### config.mk
export PLATFORM = sky130hd
export DESIGN_NAME = axl_exchange
export DESIGN_NICKNAME = d
export VERILOG_FILES = /design/src/common/axl_pkg.sv /design/src/verilog/axl_exchange.sv
export VERILOG_INCLUDE_DIRS = /design/src /design/src/common
export SDC_FILE = /design/constraint.sdc
export NUM_CORES = 1
export LEC_CHECK = 0
export BUFFER_PORTS_ARGS = -buffer_cell sky130_fd_sc_hd__buf_2
export CAP_MARGIN = 20
export CORE_MARGIN = 2
export CORE_UTILIZATION = 48
export CTS_CLUSTER_DIAMETER = 120
export DETAILED_ROUTE_END_ITERATION = 7
export PLACE_DENSITY = 0.95
export REMOVE_ABC_BUFFERS = 1
export SLEW_MARGIN = 10
export SYNTH_ARGS = -nofsm -noshare
export SYNTH_HDL_FRONTEND = slang
export SYNTH_SLANG_ARGS = --single-unit
### constraint.sdc
create_clock -name i_ref_clk -period 2.45 [get_ports i_ref_clk]
set_input_delay 0.245 -clock i_ref_clk [delete_from_list [all_inputs] [get_ports i_ref_clk]]
set_output_delay 0.245 -clock i_ref_clk [all_outputs]
set_load 0.05 [all_outputs]
### src/common/axl_consts.svh
// What this block and the system around it do
// swap destination register with addressed memory word
// old register value held in internal stage
// capture, read, write run uninterrupted, errors excepted
// bus lock held during read and write
// memory admits no other traffic while locked
// arbiter priority picks winner among exchanges
// snooping caches invalidate on observed writes
// read error skips write, drops lock first
//
// Purpose: constants for the locked exchange unit
// Assumes: one clock, synchronous active-high reset
// Notes: widths are fixed at 32-bit data and address
`ifndef AXL_CONSTS_SVH
`define AXL_CONSTS_SVH
`define AXL_DATA_W 32
`define AXL_ADDR_W 32
`define AXL_REG_W 5
`define AXL_ZERO_DATA 32'h0000_0000
`define AXL_ZERO_ADDR 32'h0000_0000
`define AXL_ZERO_REG 5'h00
`define AXL_FLAG_CLR 1'h0
`endif

### src/common/axl_pkg.sv
// Purpose: types for the locked exchange unit
// Assumes: constants header is included once here
// Notes: state order has no meaning
`include "axl_consts.svh"
package axl_pkg;
   typedef enum logic [2:0] {
      AXL_IDLE,
      AXL_READ,
      AXL_WRITE,
      AXL_DONE,
      AXL_FAULT
   } axl_state_type;
endpackage

### src/verilog/axl_exchange.sv
// Purpose: locked read-then-write exchange of a register and a memory word
// Assumes: memory answers each request with one i_mem_ack or i_mem_err pulse
// Notes: memory holds other masters off while o_bus_lock_hold is high
`timescale 1ns/1ns
`include "axl_consts.svh"
module axl_exchange
   import axl_pkg::*;
(
   input wire logic i_ref_clk,
   input wire logic i_sys_rst,
   input wire logic i_xchg_start,
   input wire logic [`AXL_ADDR_W-1:0] i_xchg_addr,
   input wire logic [`AXL_REG_W-1:0] i_xchg_dest,
   input wire logic [`AXL_DATA_W-1:0] i_dest_value,
   input wire logic i_mem_ack,
   input wire logic i_mem_err,
   input wire logic [`AXL_DATA_W-1:0] i_mem_rdata,
   output logic o_busy,
   output logic o_mem_req,
   output logic o_mem_we,
   output logic [`AXL_ADDR_W-1:0] o_mem_addr,
   output logic [`AXL_DATA_W-1:0] o_mem_wdata,
   output logic o_bus_lock_hold,
   output logic o_rf_we,
   output logic [`AXL_REG_W-1:0] o_rf_addr,
   output logic [`AXL_DATA_W-1:0] o_rf_wdata,
   output logic o_done,
   output logic o_exception
);
   // sequencer state and the access strobes it launches
   axl_state_type state_reg, state_next;
   logic busy_reg, busy_next;
   logic req_reg, req_next;
   logic we_reg, we_next;
   logic lock_reg, lock_next;

   // operands caught at the start, and the word fetched by the read
   logic [`AXL_DATA_W-1:0] temp_reg, temp_next;
   logic [`AXL_DATA_W-1:0] rdata_reg, rdata_next;
   logic [`AXL_ADDR_W-1:0] addr_reg, addr_next;
   logic [`AXL_REG_W-1:0] dest_reg, dest_next;

   // one-cycle results towards the register file and the sequencer
   logic rf_we_reg, rf_we_next;
   logic done_reg, done_next;
   logic exc_reg, exc_next;

   // a start counts only from idle; one raised mid-sequence is dropped
   // without trace, so the issuing side must wait for busy to fall
   function automatic logic axl_take_start(
      input axl_state_type state,
      input logic start
   );
      return (state == AXL_IDLE) && start;
   endfunction

   // an error outranks an ack in the same cycle, so a faulty access can
   // never be taken as finished
   function automatic logic axl_answer_ok(
      input logic ack,
      input logic err
   );
      return ack && !err;
   endfunction

   // sequencer: the lock must cover the read and the write without a gap,
   // because the arbiter reopens the bus the moment it sees the lock fall;
   // a single registered lock flag keeps that edge clean
   always_comb begin
      state_next = state_reg;
      req_next = 1'h0;
      we_next = 1'h0;
      lock_next = lock_reg;
      case (state_reg)
         AXL_IDLE: begin
            if (axl_take_start(state_reg, i_xchg_start)) begin
               req_next = 1'h1;
               lock_next = 1'h1;
               state_next = AXL_READ;
            end
         end

         AXL_READ: begin
            // new starts are ignored until the sequence ends
            if (i_mem_err) begin
               // drop the lock now; exception follows a cycle later
               lock_next = 1'h0;
               state_next = AXL_FAULT;
            end else if (axl_answer_ok(i_mem_ack, i_mem_err)) begin
               // the write goes out at once, still under the lock
               req_next = 1'h1;
               we_next = 1'h1;
               state_next = AXL_WRITE;
            end else begin
               req_next = 1'h1;
            end
         end

         AXL_WRITE: begin
            if (i_mem_err) begin
               // a failed write still frees the bus before the exception
               lock_next = 1'h0;
               state_next = AXL_FAULT;
            end else if (axl_answer_ok(i_mem_ack, i_mem_err)) begin
               // lock falls with the write answer, not a cycle later
               lock_next = 1'h0;
               state_next = AXL_DONE;
            end else begin
               req_next = 1'h1;
               we_next = 1'h1;
            end
         end

         AXL_DONE: begin
            // one settling cycle before the next start is taken
            state_next = AXL_IDLE;
         end

         AXL_FAULT: begin
            state_next = AXL_DONE;
         end

         default: begin
            state_next = AXL_IDLE;
         end
      endcase
      busy_next = (state_next != AXL_IDLE);
      // synchronous clear outranks everything above
      if (i_sys_rst) begin
         state_next = AXL_IDLE;
         busy_next = `AXL_FLAG_CLR;
         req_next = `AXL_FLAG_CLR;
         we_next = `AXL_FLAG_CLR;
         lock_next = `AXL_FLAG_CLR;
      end
   end

   always_ff @(posedge i_ref_clk) begin
      state_reg <= state_next;
      busy_reg <= busy_next;
      req_reg <= req_next;
      we_reg <= we_next;
      lock_reg <= lock_next;
   end

   // operand capture; the old register value is parked in this stage so
   // the register file sees a single write, at the very end
   always_comb begin
      temp_next = temp_reg;
      rdata_next = rdata_reg;
      addr_next = addr_reg;
      dest_next = dest_reg;
      if (axl_take_start(state_reg, i_xchg_start)) begin
         // no other register is touched by the exchange
         temp_next = i_dest_value;
         addr_next = i_xchg_addr;
         dest_next = i_xchg_dest;
      end
      if ((state_reg == AXL_READ) && axl_answer_ok(i_mem_ack, i_mem_err)) begin
         rdata_next = i_mem_rdata;
      end
      if (i_sys_rst) begin
         temp_next = `AXL_ZERO_DATA;
         rdata_next = `AXL_ZERO_DATA;
         addr_next = `AXL_ZERO_ADDR;
         dest_next = `AXL_ZERO_REG;
      end
   end

   always_ff @(posedge i_ref_clk) begin
      temp_reg <= temp_next;
      rdata_reg <= rdata_next;
      addr_reg <= addr_next;
      dest_reg <= dest_next;
   end

   // results; the exception trails the lock release by a cycle so the
   // bus is already free when the handler starts
   always_comb begin
      rf_we_next = 1'h0;
      done_next = 1'h0;
      exc_next = 1'h0;
      if ((state_reg == AXL_WRITE) && axl_answer_ok(i_mem_ack, i_mem_err)) begin
         // register takes the fetched word only once the write is safe
         rf_we_next = 1'h1;
         done_next = 1'h1;
      end
      if (state_reg == AXL_FAULT) begin
         exc_next = 1'h1;
      end
      if (i_sys_rst) begin
         rf_we_next = `AXL_FLAG_CLR;
         done_next = `AXL_FLAG_CLR;
         exc_next = `AXL_FLAG_CLR;
      end
   end

   always_ff @(posedge i_ref_clk) begin
      rf_we_reg <= rf_we_next;
      done_reg <= done_next;
      exc_reg <= exc_next;
   end

   // every output is a plain copy of a flop, so no decode glitch leaves
   always_comb begin
      o_busy = busy_reg;
      o_mem_req = req_reg;
      o_mem_we = we_reg;
      o_mem_addr = addr_reg;
      o_mem_wdata = temp_reg;
      o_bus_lock_hold = lock_reg;
      o_rf_we = rf_we_reg;
      o_rf_addr = dest_reg;
      o_rf_wdata = rdata_reg;
      o_done = done_reg;
      o_exception = exc_reg;
   end
endmodule
==> out/results.txt <==
WHS Path Cells - 3
Antenna diode count - 0
Post-Syn Area per Cell - 8.04 um2
Clk pwr share - 0.269
# resized after CTS - 0
Final Routed Wirelength - 11.1 mm
Unrepaired setup endpoints after global routing - false
Synth Cell Area - 4040 um2
Worst EP arrival - 2.13 ns
Outcome - complete, no violations
WS Path Type - reg2reg
Crit Reg-Reg Startpoint - state_reg[0]
Min-Delay Endpoint - o_mem_addr[17]
Pleak - 2.46 nW
CP bufs+invs - 1
Clk_skew - 0.0126 ns
Hold WC Path Type - in2reg
Htree depth - 3
Final #Nets - 793
CTS root buf - clkbuf_8
Initial antenna violation count - 0
Core Box Area - 8180 um2
Placer Congestion - 0.850
Flip-flop and latch area - 2200 um2
Clock sink total - 110
Sw frac - 0.344
GRT Resource Usage Total - 0.230
Synth warn - 0
Maximum root-to-sink buffer count - 2
Fin. Hold Viols - 0
Most frequent cells in the layout - buf_2 (212), nand2_1 (142), dfxtp_1 (110)
Fmax - 519 MHz
CTS tree - yes
Critical Path Sink Type - flip-flop
CP peak stage delay - 0.71 ns
Crit path max fanout - 69
Die area - 9160 um2
Reg-to-Reg End - o_mem_addr[23]
DR WL met2 - 5.59 mm
CP cell instances - or4b_2 -> buf_4 -> nand2_1 -> a21oi_1
Total CTS buffers - 9
Setup bufs post-CTS - 0
Register area share after synthesis - 0.546
Worst hold start - i_xchg_addr[17]
CTS clk-pin slew, worst paths - 0.11 ns
NetSw - 1.37 mW
CP max stage cell - or4b_2
Slew @ Worst Pin - 0.663 ns
Final setup fails - 0
Met3 WL post-DR - 1.15 mm
Slew Limit Fails - 0
Placed instance area - 5080 um2
P_int - 2.61 mW
Setup tns final - 0 ns
Final-layout fill cell count - 672
Met1 wire length - 4.19 mm
Vias in the first global route - 3771
Largest delay contributor family on the critical path - simple AND/OR/NAND/NOR gates
Max Used Layer - met4
Layout area overhead - 30.9%
Vias - 4131
Largest net degree at the start of global routing - 70
Count of max-cap constraint violations - 0
Reg2Reg Setup Slack - 0.52 ns
CP startpoint kind - flip-flop
Multi-input logic area - 1620 um2
Final Core Density - 0.646
First-pass GRT wire length - 16.5 mm
Row Count - 33
Drt wl/cell - 14.0 um
Fin area - 5280 um2
Post-synthesis register bit count - 110
Initial Util - 0.494
Peak VDD IR - 0.372 mV
Pwr/cell area - 754 nW/um2
Detailed Routing Iterations Pass 1 - 4
Final Cycle Share - 0.786
Reg2Reg Depth - 4
Synth Instances - 502
Clk Latency, worst-skew pair - 0.36 ns
Post-DP HPWL - 8.06 mm
Die Wd - 95.7 um
Logic pwr share - 0.237
IO Count - 214
Yosys cell types - 31
Vias/cell - 5.18
Worst EP required - 2.66 ns
DRC - 0
Most common cell after layout, fill and taps aside - buf_2
GRT overflow - 0
Fin crit period - 1.93 ns
Sequential power share - 0.494
Initial DRC Count - 161
Layout cells sized above 1 - 0.350
# hold bufs at CTS - 0
Routed Antenna Nets - 0
Die Y - 95.7 um
Rel. slew slack - 0.558
Port bufs - 213
area by class of cell:
class	instances	area share
Clock buffer	12	0.0313
Timing Repair Buffer	220	0.212
Inverter	2	0.00142
Multi-Input combinational cell	344	0.306
Sequential cell	110	0.417
Tap cell	105	0.0249
Clock inverter	4	0.00711
how the worst max path moves through the flow:
stage | from | end | slack, ns | cells past startpoint
floorplan | state_reg[0] | o_bus_lock_hold | -0.1 | 3
global placement | state_reg[0] | o_mem_wdata[22] | 0.59 | 4
detailed placement | state_reg[0] | o_rf_addr[4] | 0.54 | 4
CTS | state_reg[0] | o_mem_addr[23] | 0.52 | 4
global route | state_reg[0] | o_mem_addr[23] | 0.43 | 4
finish | state_reg[0] | o_mem_addr[23] | 0.52 | 4
cells in the mapped netlist:
library cell / count / area share
or2_2: 2 / 0.0031
o21ai_0: 32 / 0.040
nor3b_1: 1 / 0.0019
o21bai_1: 1 / 0.0019
or4b_1: 1 / 0.0025
buf_4: 1 / 0.0019
o32ai_1: 1 / 0.0022
or3b_2: 1 / 0.0022
o21a_1: 2 / 0.0037
nand2b_1: 4 / 0.0062
xnor2_1: 1 / 0.0022
nand3_1: 32 / 0.040
buf_2: 9 / 0.011
nor2b_1: 1 / 0.0016
nor4b_1: 1 / 0.0022
and3b_1: 1 / 0.0022
a211oi_1: 1 / 0.0019
a22oi_1: 1 / 0.0019
nor4_1: 1 / 0.0016
nor2_1: 6 / 0.0056
nand2_1: 142 / 0.13
clkbuf_1: 33 / 0.031
dfxtp_1: 110 / 0.55
nor3_1: 3 / 0.0037
nand3b_1: 2 / 0.0037
inv_1: 2 / 0.0019
o32a_1: 1 / 0.0025
buf_6: 3 / 0.0084
o22ai_1: 1 / 0.0016
nor4b_4: 1 / 0.0059
a21oi_1: 104 / 0.13
logic make-up after synthesis:
kind of cell	share of synthesized area
and+or+nand+nor	0.214
AOI/OAI and AO/OA	0.184
DFF	0.546
buffers and inverters	0.0540
xor gates and xnor gates	0.00217
tightest hold or removal path: cells and delay by family:
| kind | cells | cell delay, ns |
|---|---|---|
| compound gates | 1 | 0.05 |
| simple gates | 1 | 0.04 |
| buf+inv | 1 | 0.09 |
per-stage QoR:
step	power (mW)	hold WS [ns]	instances	worst slack [ns]
2_1_floorplan	2.64	0.314	456	-0.0995
3_3_place_gp	2.92	0.438	781	0.593
3_5_place_dp	2.95	0.446	781	0.545
4_1_cts	4.02	0.0890	797	0.524
5_1_grt	4.18	0.0849	797	0.429
6_report	3.98	0.111	797	0.524
routing by layer:
metal / up-vias / track usage
met5: - / 0
met3: 21 / 0.0814
met2: 193 / 0.389
met4: 0 / 0.104
met1: 1875 / 0.259
li1: 2042 / -
power by group through the flow:
stage | sequential [mW] | clock (mW) | combinational, mW
after detailed placement | 2.01 | 0 | 0.945
after CTS | 1.97 | 1.11 | 0.947
after global routing | 1.98 | 1.19 | 1.01
after floorplan | 2.39 | 0 | 0.247
after global placement | 2.00 | 0 | 0.920
final | 1.97 | 1.07 | 0.945
No activity file was read; power rests on OpenSTA's default activity.
